===== src/hw/tap_pkg.sv =====
/*
  Constants for the boundary-scan test access port: controller states,
  instruction codes, register lengths and reset values.
  Assumes a single system clock that oversamples the test clock.
*/
// Notes on behaviour
// - Sixteen-state controller, instruction register and three selectable data registers.
// - Bypass register is one stage between test data in and out.
// - Boundary register of 256 cells chains all pins into one shift path.
// - 32-bit identification register shifts out serially when selected.
// - Test logic is separate; function untouched unless a test instruction owns pins.
// - Pins are captured while running and shifted out without disturbing them.
// - Under the high-impedance instruction all pin output drivers are turned off.
// - Under the extest instruction output pins hold boundary register values.
package tap_pkg;
  localparam int unsigned IR_LEN    = 4;
  localparam int unsigned BSR_LEN   = 256;
  localparam int unsigned ID_LEN    = 32;
  localparam int unsigned PIN_COUNT = 128;

  typedef enum logic [3:0] {
    ST_RESET      = 4'h0,
    ST_IDLE       = 4'h1,
    ST_SEL_DR     = 4'h2,
    ST_CAP_DR     = 4'h3,
    ST_SHIFT_DR   = 4'h4,
    ST_EXIT1_DR   = 4'h5,
    ST_PAUSE_DR   = 4'h6,
    ST_EXIT2_DR   = 4'h7,
    ST_UPD_DR     = 4'h8,
    ST_SEL_IR     = 4'h9,
    ST_CAP_IR     = 4'ha,
    ST_SHIFT_IR   = 4'hb,
    ST_EXIT1_IR   = 4'hc,
    ST_PAUSE_IR   = 4'hd,
    ST_EXIT2_IR   = 4'he,
    ST_UPD_IR     = 4'hf
  } tap_state_type;

  localparam logic [IR_LEN-1:0] INS_EXTEST  = 4'h0;
  localparam logic [IR_LEN-1:0] INS_IDCODE  = 4'h1;
  localparam logic [IR_LEN-1:0] INS_SAMPLE  = 4'h2;
  localparam logic [IR_LEN-1:0] INS_HIGHZ   = 4'h9;
  localparam logic [IR_LEN-1:0] INS_CLAMP   = 4'hc;
  localparam logic [IR_LEN-1:0] INS_BYPASS  = 4'hf;
  localparam logic [IR_LEN-1:0] IR_CAPTURE  = 4'h1;
  // Identification value is arbitrary; bit 0 must stay one.
  localparam logic [ID_LEN-1:0] ID_DEFAULT  = 32'h0a5c_3001;
endpackage : tap_pkg


===== src/hw/tap_fsm.sv =====
/*
  Sixteen-state test controller, advanced once per test clock rising edge.
  Assumes adv_i is a single-cycle pulse and tms_i is already synchronised.
*/
`timescale 1ns/1ps
`default_nettype none
module tap_fsm (
  input  wire logic              clk_sys_i, // System clock.
  input  wire logic              resetn_i,  // Synchronous reset, active low.
  input  wire logic              trstn_i,   // Test reset, synchronised.
  input  wire logic              adv_i,     // Test clock rising edge seen.
  input  wire logic              tms_i,     // Mode select, synchronised.
  output var tap_pkg::tap_state_type state_o // Current controller state.
);
  import tap_pkg::*;
  tap_state_type state_q, state_d;

  always_comb begin
    state_d = state_q;
    if (adv_i) begin
      case (state_q)
        ST_RESET:    state_d = tms_i ? ST_RESET    : ST_IDLE;
        ST_IDLE:     state_d = tms_i ? ST_SEL_DR   : ST_IDLE;
        ST_SEL_DR:   state_d = tms_i ? ST_SEL_IR   : ST_CAP_DR;
        ST_CAP_DR:   state_d = tms_i ? ST_EXIT1_DR : ST_SHIFT_DR;
        ST_SHIFT_DR: state_d = tms_i ? ST_EXIT1_DR : ST_SHIFT_DR;
        ST_EXIT1_DR: state_d = tms_i ? ST_UPD_DR   : ST_PAUSE_DR;
        ST_PAUSE_DR: state_d = tms_i ? ST_EXIT2_DR : ST_PAUSE_DR;
        ST_EXIT2_DR: state_d = tms_i ? ST_UPD_DR   : ST_SHIFT_DR;
        ST_UPD_DR:   state_d = tms_i ? ST_SEL_DR   : ST_IDLE;
        ST_SEL_IR:   state_d = tms_i ? ST_RESET    : ST_CAP_IR;
        ST_CAP_IR:   state_d = tms_i ? ST_EXIT1_IR : ST_SHIFT_IR;
        ST_SHIFT_IR: state_d = tms_i ? ST_EXIT1_IR : ST_SHIFT_IR;
        ST_EXIT1_IR: state_d = tms_i ? ST_UPD_IR   : ST_PAUSE_IR;
        ST_PAUSE_IR: state_d = tms_i ? ST_EXIT2_IR : ST_PAUSE_IR;
        ST_EXIT2_IR: state_d = tms_i ? ST_UPD_IR   : ST_SHIFT_IR;
        ST_UPD_IR:   state_d = tms_i ? ST_SEL_DR   : ST_IDLE;
        default:     state_d = ST_RESET;
      endcase
    end
    if (!trstn_i) begin
      state_d = ST_RESET;
    end
  end

  always_ff @(posedge clk_sys_i) begin
    if (!resetn_i) begin
      state_q <= ST_RESET;
    end else begin
      state_q <= state_d;
    end
  end

  assign state_o = state_q;
endmodule // tap_fsm
`default_nettype wire


===== src/hw/boundary_scan_tap.sv =====
/*
  Boundary-scan test access port: instruction register, bypass, boundary
  and identification registers, and the pin multiplexing they control.
  Assumes the test clock is far slower than clk_sys_i (at least four
  system cycles per test clock phase) and that pins are bidirectional.
*/
`timescale 1ns/1ps
`default_nettype none
module boundary_scan_tap #(
  parameter int unsigned       PINS   = tap_pkg::PIN_COUNT, // Pin count.
  parameter logic [31:0]       ID_VAL = tap_pkg::ID_DEFAULT // Arbitrary.
) (
  input  wire logic            clk_sys_i,   // System clock, 100 MHz.
  input  wire logic            resetn_i,    // Synchronous reset, low.
  input  wire logic            tck_i,       // Test clock pin.
  input  wire logic            tms_i,       // Test mode select pin.
  input  wire logic            tdi_i,       // Test data in pin.
  input  wire logic            trstn_i,     // Test reset pin, low.
  output logic                 tdo_o,       // Test data out.
  output logic                 tdo_oe_o,    // Test data out enable.
  input  wire logic [PINS-1:0] core_out_i,  // Functional output values.
  input  wire logic [PINS-1:0] core_oe_i,   // Functional output enables.
  output logic      [PINS-1:0] core_in_o,   // Pin levels to the core.
  input  wire logic [PINS-1:0] pad_in_i,    // Pad input levels.
  output logic      [PINS-1:0] pad_out_o,   // Pad output values.
  output logic      [PINS-1:0] pad_oe_o,    // Pad output enables.
  output var tap_pkg::tap_state_type state_o // Controller state.
);
  import tap_pkg::*;

  // Cells: [PINS-1:0] pin data, [2*PINS-1:PINS] pin enables.
  // Twice PINS must equal CELLS; with a smaller pin count the two halves
  // no longer fill the register and the upper cells are left unused.
  localparam int unsigned CELLS = BSR_LEN;

  logic [2:0] tck_s_q, tck_s_d;
  logic [1:0] tms_s_q, tms_s_d;
  logic [1:0] tdi_s_q, tdi_s_d;
  logic [1:0] trst_s_q, trst_s_d;
  logic       rise, fall;
  tap_state_type st;

  logic [IR_LEN-1:0] ir_sh_q, ir_sh_d, ir_q, ir_d;
  logic              byp_q, byp_d;
  logic [CELLS-1:0]  bsr_sh_q, bsr_sh_d, bsr_up_q, bsr_up_d;
  logic [ID_LEN-1:0] id_sh_q, id_sh_d;
  logic              tdo_q, tdo_d, tdoe_q, tdoe_d;
  logic [PINS-1:0]   pad_out_q, pad_out_d, pad_oe_q, pad_oe_d;
  logic [PINS-1:0]   core_in_q, core_in_d;
  logic [PINS-1:0]   pin_in_s1_q, pin_in_s2_q;

  // Pin levels are asynchronous and pass two stages before any use.
  // The test clock has a third stage so that its edge is found from two
  // settled copies, which keeps it in step with the mode and data copies.
  assign tck_s_d  = {tck_s_q[1:0], tck_i};
  assign tms_s_d  = {tms_s_q[0], tms_i};
  assign tdi_s_d  = {tdi_s_q[0], tdi_i};
  assign trst_s_d = {trst_s_q[0], trstn_i};
  // Edges are found from the second and third stages only.
  assign rise = tck_s_q[1] & ~tck_s_q[2];
  assign fall = ~tck_s_q[1] & tck_s_q[2];

  tap_fsm u_fsm (
    .clk_sys_i (clk_sys_i),
    .resetn_i  (resetn_i),
    .trstn_i   (trst_s_q[1]),
    .adv_i     (rise),
    .tms_i     (tms_s_q[1]),
    .state_o   (st)
  );

  // Instructions that take the pins away from the core.
  function automatic logic is_ext(input logic [IR_LEN-1:0] ins);
    return (ins == INS_EXTEST) || (ins == INS_CLAMP) || (ins == INS_HIGHZ);
  endfunction

  // Instructions that capture into and shift the boundary register.
  function automatic logic uses_bsr(input logic [IR_LEN-1:0] ins);
    return (ins == INS_EXTEST) || (ins == INS_SAMPLE);
  endfunction

  // Test registers other than the instruction, which the reset state reloads,
  // move only on a detected rising test clock, so a stopped test clock
  // freezes them. A phase shorter than one system cycle can be missed
  // altogether, which limits the test clock rate.
  always_comb begin
    ir_sh_d  = ir_sh_q;
    ir_d     = ir_q;
    byp_d    = byp_q;
    bsr_sh_d = bsr_sh_q;
    bsr_up_d = bsr_up_q;
    id_sh_d  = id_sh_q;
    if (rise) begin
      case (st)
        ST_CAP_IR:   ir_sh_d = IR_CAPTURE;
        ST_SHIFT_IR: ir_sh_d = {tdi_s_q[1], ir_sh_q[IR_LEN-1:1]};
        ST_CAP_DR: begin
          byp_d   = 1'b0;
          id_sh_d = ID_VAL;
          if (uses_bsr(ir_q)) begin
            // Capture only reads pins; pads keep their own drive.
            bsr_sh_d[PINS-1:0]      = pin_in_s2_q;
            bsr_sh_d[2*PINS-1:PINS] = pad_oe_q;
          end
        end
        ST_SHIFT_DR: begin
          case (ir_q)
            INS_IDCODE: id_sh_d = {tdi_s_q[1], id_sh_q[ID_LEN-1:1]};
            INS_EXTEST, INS_SAMPLE:
              bsr_sh_d = {tdi_s_q[1], bsr_sh_q[CELLS-1:1]};
            default: byp_d = tdi_s_q[1];
          endcase
        end
        ST_UPD_DR: begin
          if (uses_bsr(ir_q)) begin
            bsr_up_d = bsr_sh_q;
          end
        end
        ST_UPD_IR: ir_d = ir_sh_q;
        default: ;
      endcase
    end
    // The reset state falls back to the identification instruction, so a
    // tester that has just reset the port always reads the ID first.
    if (st == ST_RESET) begin
      ir_d = INS_IDCODE;
    end
  end

  // Data out moves on the falling edge, which gives the tester a whole low
  // phase of settling before the rising edge at which it samples.
  always_comb begin
    tdo_d  = tdo_q;
    tdoe_d = tdoe_q;
    if (fall) begin
      tdoe_d = (st == ST_SHIFT_DR) || (st == ST_SHIFT_IR);
      if (st == ST_SHIFT_IR) begin
        tdo_d = ir_sh_q[0];
      end else begin
        case (ir_q)
          INS_IDCODE:             tdo_d = id_sh_q[0];
          INS_EXTEST, INS_SAMPLE: tdo_d = bsr_sh_q[0];
          default:                tdo_d = byp_q;
        endcase
      end
    end
  end

  // Functional path stays live unless an external instruction is loaded.
  // High impedance is tested first because it must never drive any pin.
  // The core input path keeps a fixed three-cycle latency in every mode.
  always_comb begin
    pad_out_d = core_out_i;
    pad_oe_d  = core_oe_i;
    core_in_d = pin_in_s2_q;
    if (ir_q == INS_HIGHZ) begin
      pad_oe_d = '0;
    end else if (is_ext(ir_q)) begin
      pad_out_d = bsr_up_q[PINS-1:0];
      pad_oe_d  = bsr_up_q[2*PINS-1:PINS];
    end
  end

  // Mode select and data synchronisers reset high, the idle level of a
  // released test bus, so no false step is seen after reset.
  always_ff @(posedge clk_sys_i) begin
    if (!resetn_i) begin
      tck_s_q     <= '0;
      tms_s_q     <= 2'h3;
      tdi_s_q     <= 2'h3;
      trst_s_q    <= '0;
      ir_sh_q     <= '0;
      ir_q        <= INS_IDCODE;
      byp_q       <= 1'b0;
      bsr_sh_q    <= '0;
      bsr_up_q    <= '0;
      id_sh_q     <= '0;
      tdo_q       <= 1'b0;
      tdoe_q      <= 1'b0;
      pad_out_q   <= '0;
      pad_oe_q    <= '0;
      core_in_q   <= '0;
      pin_in_s1_q <= '0;
      pin_in_s2_q <= '0;
    end else begin
      tck_s_q     <= tck_s_d;
      tms_s_q     <= tms_s_d;
      tdi_s_q     <= tdi_s_d;
      trst_s_q    <= trst_s_d;
      ir_sh_q     <= ir_sh_d;
      ir_q        <= ir_d;
      byp_q       <= byp_d;
      bsr_sh_q    <= bsr_sh_d;
      bsr_up_q    <= bsr_up_d;
      id_sh_q     <= id_sh_d;
      tdo_q       <= tdo_d;
      tdoe_q      <= tdoe_d;
      pad_out_q   <= pad_out_d;
      pad_oe_q    <= pad_oe_d;
      core_in_q   <= core_in_d;
      pin_in_s1_q <= pad_in_i;
      pin_in_s2_q <= pin_in_s1_q;
    end
  end

  assign tdo_o     = tdo_q;
  assign tdo_oe_o  = tdoe_q;
  assign pad_out_o = pad_out_q;
  assign pad_oe_o  = pad_oe_q;
  assign core_in_o = core_in_q;
  assign state_o   = st;
endmodule // boundary_scan_tap
`default_nettype wire


===== config.mk =====
export PLATFORM = sky130hd
export DESIGN_NAME = boundary_scan_tap
export DESIGN_NICKNAME = d
export VERILOG_FILES = /design/src/hw/tap_pkg.sv /design/src/hw/tap_fsm.sv /design/src/hw/boundary_scan_tap.sv
export SDC_FILE = /design/constraint.sdc
export NUM_CORES = 2
export LEC_CHECK = 0
export ABC_AREA = 1
export BUFFER_PORTS_ARGS = -buffer_cell sky130_fd_sc_hd__buf_2
export CAP_MARGIN = 20
export CORE_UTILIZATION = 40
export CTS_CLUSTER_DIAMETER = 100
export DETAILED_ROUTE_END_ITERATION = 10
export PLACE_DENSITY = 0.71
export SLEW_MARGIN = 20
export SYNTH_ARGS = -nofsm -noshare
export SYNTH_HDL_FRONTEND = slang
export SYNTH_SLANG_ARGS = --single-unit

===== constraint.sdc =====
create_clock -name clk_sys_i -period 1.6 [get_ports clk_sys_i]
set_input_delay 0.16 -clock clk_sys_i [delete_from_list [all_inputs] [get_ports clk_sys_i]]
set_output_delay 0.16 -clock clk_sys_i [all_outputs]
set_load 0.02 [all_outputs]

# Word level (Yosys, flattened, before mapping)
# Index checks and enable logic that the tools add are counted.
word_totals:
  register_bits: 1208
  inputBits: 390
  output_inout_bits: 390
  word_cells: 94
classes:
  eq_ne: 23
  n_mux: 26
  bitwise: 5
  reduce_logical: 22
op_table:
  columns: ["operator", "n"]
  rows:
  - ["two-way mux 256 bit", 2]
  - ["one-hot mux 256 bit (2 select lines)", 1]
  - ["two-way mux 128 bit", 3]
  - ["one-hot mux 32 bit (2 select lines)", 1]
  - ["one-hot mux 4 bit (12 select lines)", 1]
  - ["equality test 4 bit, second input constant", 10]
  - ["two-way mux 32 bit", 1]
  - ["equality test 4 x 3 -> 1 bit, second input constant", 4]
  - ["two-way mux 4 bit", 4]
  - ["equality test 4 x 2 -> 1 bit, second input constant", 3]
  - ["OR reduction 2 bit", 5]
  - ["AND reduction 3 bit", 3]
  - ["equality test 4 x 1 -> 1 bit, second input constant", 2]
  - ["zero test 4 bit", 2]
  - ["one-hot mux 4 bit (2 select lines)", 1]
  - ["two-way mux 2 bit", 3]
  - ["two-way mux 3 bit", 2]
  - ["AND reduction 2 bit", 3]
  - ["OR reduction 3 bit", 2]
  - ["two-way mux 1 bit", 5]
  - ["logical OR 1 bit", 4]
  - ["!= test 2 x 1 -> 1 bit, second input constant", 2]
  - ["!= test 2 bit, second input constant", 2]
  - ["one-hot mux 1 bit (2 select lines)", 2]
  - ["4 further kinds", 8]

# Longest topological paths before layout
depth:
  word_depth: 5
  ltp_mapped: 12
  ltp_nobuf: 10

# Modules after synthesis
# Synthesis repeated with hierarchy kept, for this count alone.
hier_totals:
  hier_cells: 5503
  area_unflattened_um2: 42355.6
by_module_without_submodules:
  columns: ["module", "n_inst", "cells_each", "area_each_um2", "seq_area_each_um2"]
  rows:
  - ["boundary_scan_tap", 1, 5435, 41976.5, 24103.1]
  - ["tap_fsm", 1, 68, 379.1, 80.1]

# Least setup slack after synthesis
# OpenSTA, ideal clock, no wires.
synth_timing:
  path_kind: "register to register"
  start: "reg u_fsm.state_q[1] (netlist: u_fsm.state_o[1])"
  end: "reg bsr_sh_q[100]"
  setup_ns: 0.117
  t_arrival_ns: 1.594
  required_time_ns: 1.483
  slack_ns: -0.111
  stages_incl_launch_ff: 13
  path_buffers: 3
  period_less_slack_ns: 1.711
  path_cell_list: "dfxtp_1 -> buf_4 -> nand2_1 -> inv_2 -> nand2_1 -> nand2_1 -> nand2_2 -> inv_4 -> nand3_4 -> buf_6 -> buf_6 -> o21ai_1 -> a21oi_1"
synth_between:
  elab_chain_cells: 3
  word_cells_on_any_way: 7
  cone_classes: "4 x eq/ne; 1 x mux; 2 x reduce/logical"
synth_lines:
  columns: ["element", "line", "source"]
  rows:
  - ["start: declaration", "tap_fsm.sv:16", "tap_state_type state_q, state_d;"]
  - ["start signal: assignment", "tap_fsm.sv:50", "state_q <= state_d;"]
  - ["equality test 4 x 3 -> 1 bit / equality test 4 x 2 -> 1 bit (equally long branches)", "boundary_scan_tap.sv:94", "case (st)"]
  - ["!= test 2 x 1 -> 1 bit (no line), or another cell as far along", null, null]
  - ["AND reduction 4 bit (no line)", null, null]
  - ["end signal: assignment", "boundary_scan_tap.sv:193", "bsr_sh_q <= bsr_sh_d;"]
  - ["end: declaration", "boundary_scan_tap.sv:45", "logic [CELLS-1:0] bsr_sh_q, bsr_sh_d, bsr_up_q, bsr_up_d;"]
# Parallel ways exist; a longest one is shown, timed or not.
# A chain may end at the register's enable or synchronous reset.

# Worst setup path after layout
layout_timing:
  start: "reg u_fsm.state_q[0] (netlist: u_fsm.state_o[0])"
  end: "reg bsr_sh_q[81]"
# Same word-level chain as after synthesis.

==> run summary <==
Per report_power, the clock group accounts for 44.4% of the total. The number of max-slew violations in the final report came out at 0. The overall fraction of global-route tracks in use came out at 23.50%. Once placement completed, the tool counted placed cells totaling 7251. CTS built an H-tree with a depth of 3.

For the final HPWL from detailed placement, the log shows 84370 um. The critical path goes through nor2_4, buf_4, nand3_4, buf_4, clkbuf_16, nand2_1, o21ai_0, o21ai_1, a21oi_1. The worst setup path is launched from a flop.

After synthesis the cells add up to 42130 um2. In this run the count of I/O pins placed on the die edge is 780. TritonCTS created 119 clock buffers. The number of maximum-capacitance violations is 0, and the routability-driven placement congestion ratio is 0.8950.

The DRC violation total after the first TritonRoute iteration is 3121, and the final worst-path cycle share is 119.1%. The top layer reached by signal wires was met5. The number of hold-slack violations in the final timing report was 0. Across all register-to-register paths, the minimum setup slack is -0.31 ns. The cell sitting at the root of the clock tree is a clkbuf_16. Largest stage delay on the critical path: 0.37 ns. The post-route met1 wirelength is 55850 um, and the relative max-transition margin is 67.57%.

Net switching share of the total power: 23.42%. The count of placed standard cells in the final layout, fillers left out came out at 7981. The part of the power in registers came out at 48.4%. Dividing the detail-routed wire length by the instance count gives 17.17 um. The mean number of vias per cell is 4.962, and the number of buffers inserted by port buffering is 779.

Worst hold path class: in2reg. The worst setup margin is -0.3058 ns, and the largest net degree at the start of global routing is 107. The tools report the die area as 106600 um2. The tools report the yosys synthesis warning count as 0.

Total number of vias: 39604. In the routed design, unresolved DRC markers number 0. The tools report the first-pass iteration count of the detailed router as 8. After detailed routing, the met3 layer carries 10140 um of wire. For this design the total switching power over the nets is 15.11 mW.

Based on the critical path, the design can be clocked at up to 524.7 MHz. In the final design database the tool counted 6881 nets. The count of standard-cell rows came out at 118.

The cell area power density was 1089 nW/um2; the global-route wire length before repair was 201200 um. Number of different library cells in the post-synthesis netlist: 32. Overall power consumption after layout is estimated at 64.53 mW.

The fraction of power consumed by combinational cells was 7.2%; the total clock sinks was 1208. The floorplan step set the die height to 326.5 um. The logs give 2.23 ns for the data required time at the worst endpoint and 888.0 uV for the maximum vdd drop.

The total detailed-routing wirelength is 137000 um, and the average cell area after synthesis is 8.159 um2. The number of global-route vias before repair is 37704. The area share of the leading cell type in the synthesized netlist was 57.41%.

At the pin with the least slew margin, the transition time is 0.4864 ns. The run finished, with violations left. When the netlist entered floorplanning its net count stood at 5553. Dominant cell type by area after synthesis: dfxtp_1. The critical path is of the reg2reg type. Post-synthesis register bit count: 1208. After synthesis, flip-flops and latches occupy 57.41% of the total area. Counting the fill cells in the layout gives 8482. STA puts the critical path data arrival time at 2.53 ns. The internal power contribution was 49.42 mW. Synthesis produced a netlist whose cell count is 5163.

Of the cells placed in the final design, the portion with a size suffix greater than 1 is 22.64%. In this run the worst path has a maximum fanout of 53. The area growth from synthesis to layout is 40.61%. TritonCTS built the clock tree. The worst clock skew on the final layout came out at 0.04608 ns. The initial cell density of the core came out at 40.53%. The core region is 103900 um2.

The checks that failed: setup timing. Subtracting the final worst setup slack from the clock period gives 1.906 ns. By area the synthesized netlist is led by dfxtp_1 57%, o21ai_0 7.8%, inv_1 7.1%. Setup violations remaining at the end of the flow were counted as 578. The routed wire length on met2 was 65490 um. Setup repair after global routing could not meet its margin everywhere. Summed over all layers, the global routing overflow is 0. The logs give 0 for the post-detailed-route count of antenna-violating nets and 27.44 nW for the leakage power. The cell type of the slowest stage on the worst timing path was dfxtp_2.

The type of element capturing the critical path is a flop. The clock edge transition at the registers on the reported setup and hold paths came out at 0.07 ns. The most numerous cell type found on the critical path is buf_4. The run gives 12 as the initial antenna violation count. The maximum number of buffers from clock root to sink is 3. Clock latency at the later pin of the worst-skew pair: 0.72 ns. The floorplan die width was 326.5 um.
==> final timing paths <==
kind | startpoint | endpoint | cells past startpoint
setup / recovery | u_fsm.state_o[0]$_SDFFE_PN0P_ | bsr_sh_q[81]$_SDFFE_PN0P_ | 9
hold / removal | pad_in_i[77] | pin_in_s1_q[77]$_SDFF_PN0_ | 4
setup reg to reg | u_fsm.state_o[0]$_SDFFE_PN0P_ | bsr_sh_q[81]$_SDFFE_PN0P_ | 9
hold reg to reg | pin_in_s1_q[89]$_SDFF_PN0_ | core_in_d[89]$_SDFF_PN0_ | 2
==> metrics by stage <==
step | setup TNS [ns] | utilization, % | hold WS [ns] | instance area (um2) | worst slack [ns]
global route | -139.48 | 56.99 | 0.1402 | 59230 | -0.3480
detailed placement | -37.92 | 46.94 | 0.3442 | 48790 | -0.1946
finish | -69.48 | 56.99 | 0.1412 | 59230 | -0.3058
floorplan | 0 | - | 0.2576 | 42150 | 0.01540
global placement | -24.82 | 46.94 | 0.3432 | 48790 | -0.1486
CTS | -74.23 | 55.88 | 0.09462 | 58080 | -0.2068
==> layout by cell type, fill, tap and decap left out, types with 12 or more instances in the layout <==
| master | n |
|---|---|
| dfxtp_1 | 1204 |
| inv_1 | 789 |
| buf_2 | 779 |
| nand2_1 | 708 |
| a21oi_1 | 534 |
| o21ai_0 | 521 |
| dlygate4sd3_1 | 422 |
| nor2_1 | 404 |
| o21ai_1 | 319 |
| buf_4 | 231 |
| clkbuf_16 | 139 |
| a211oi_1 | 128 |
| o21ai_2 | 67 |
| buf_12 | 67 |
| buf_6 | 31 |
| clkinv_2 | 26 |
| clkbuf_8 | 26 |
| nand4_1 | 24 |
| a21oi_2 | 22 |
| clkbuf_1 | 22 |
| buf_16 | 15 |
| buf_8 | 12 |
==> power by group through the flow <==
stage / registers, mW / logic (mW) / clock network [mW]
floorplan: 32.3 / 1.38 / 0
global placement: 31.9 / 3.56 / 0
detailed placement: 31.9 / 3.60 / 0
CTS: 31.2 / 4.44 / 28.9
global route: 31.2 / 5.00 / 30.3
finish: 31.2 / 4.64 / 28.7
==> critical path, delay by kind of cell (launching register included) <==
family / cells / cell delay, ns
compound gates: 3 / 0.39
buf+inv: 3 / 0.76
flops: 1 / 0.37
simple gates: 3 / 0.25
==> synthesized netlist by cell type (all sizes together) <==
cell type / instances
nor2: 411
clkinv: 1
nand2: 719
dfxtp: 1208
or2: 4
o21bai: 1
inv: 798
clkbuf: 194
xnor2: 1
nand3: 10
o21ai: 911
nor3: 5
nand4: 24
a211oi: 129
a31oi: 1
a21oi: 557
o221ai: 1
o211ai: 9
buf: 179
==> flip-flops by register name (all words and copies together) (netlist names) <==
name and flops:
bsr_sh_q 256, bsr_up_q 256, core_in_d 128, core_in_o 128, pad_oe_o 128, pad_out_o 128
pin_in_s1_q 128, id_sh_q 32, ir_q 4, ir_sh_q 4, u_fsm.state_o 4, tck_s_q 3
tdi_s_q 2, tms_s_q 2, trst_s_q 2, byp_q 1, tdo_o 1, tdo_oe_o 1
==> timing repair <==
action	CTS	global route
endpoints found under the hold margin	471	0
pin swaps	6	11
endpoints found under the setup margin	763	808
cloned	15	28
setup buffers	29	15
hold buffers	422	0
resized for setup	141	220
==> logic make-up (layout without fill, tap and decap cells) <==
| group | Yosys count | after routing | synth area share (%) |
|---|---|---|---|
| buffers and inverters | 1172 | 2598 | 11.85 |
| and+or+nand+nor | 1173 | 1174 | 10.77 |
| AOI/OAI and AO/OA | 1609 | 1609 | 19.95 |
| DFF | 1208 | 1208 | 57.41 |
| xor gates and xnor gates | 1 | 1 | 0.02079 |
| other | 0 | 11 | 0 |
==> per-layer routing <==
layer	vias to the layer above	GRT usage, %
met3	326	4.342
met4	4	10.07
met1	18414	28.85
met5	-	0
met2	1764	40.18
li1	19096	-
==> layout make-up <==
cell class	instances	area (um2)	area share (%)
Clock buffer	167	3418	5.771
Tap cell	1380	1727	2.915
Antenna cell	11	27.53	0.04647
Sequential cell	1208	24200	40.85
Timing Repair Buffer	1579	12710	21.45
Inverter	799	3007	5.076
Multi-Input combinational cell	2784	13500	22.79
Clock inverter	53	655.6	1.107
No activity file was read; power rests on OpenSTA's default activity.
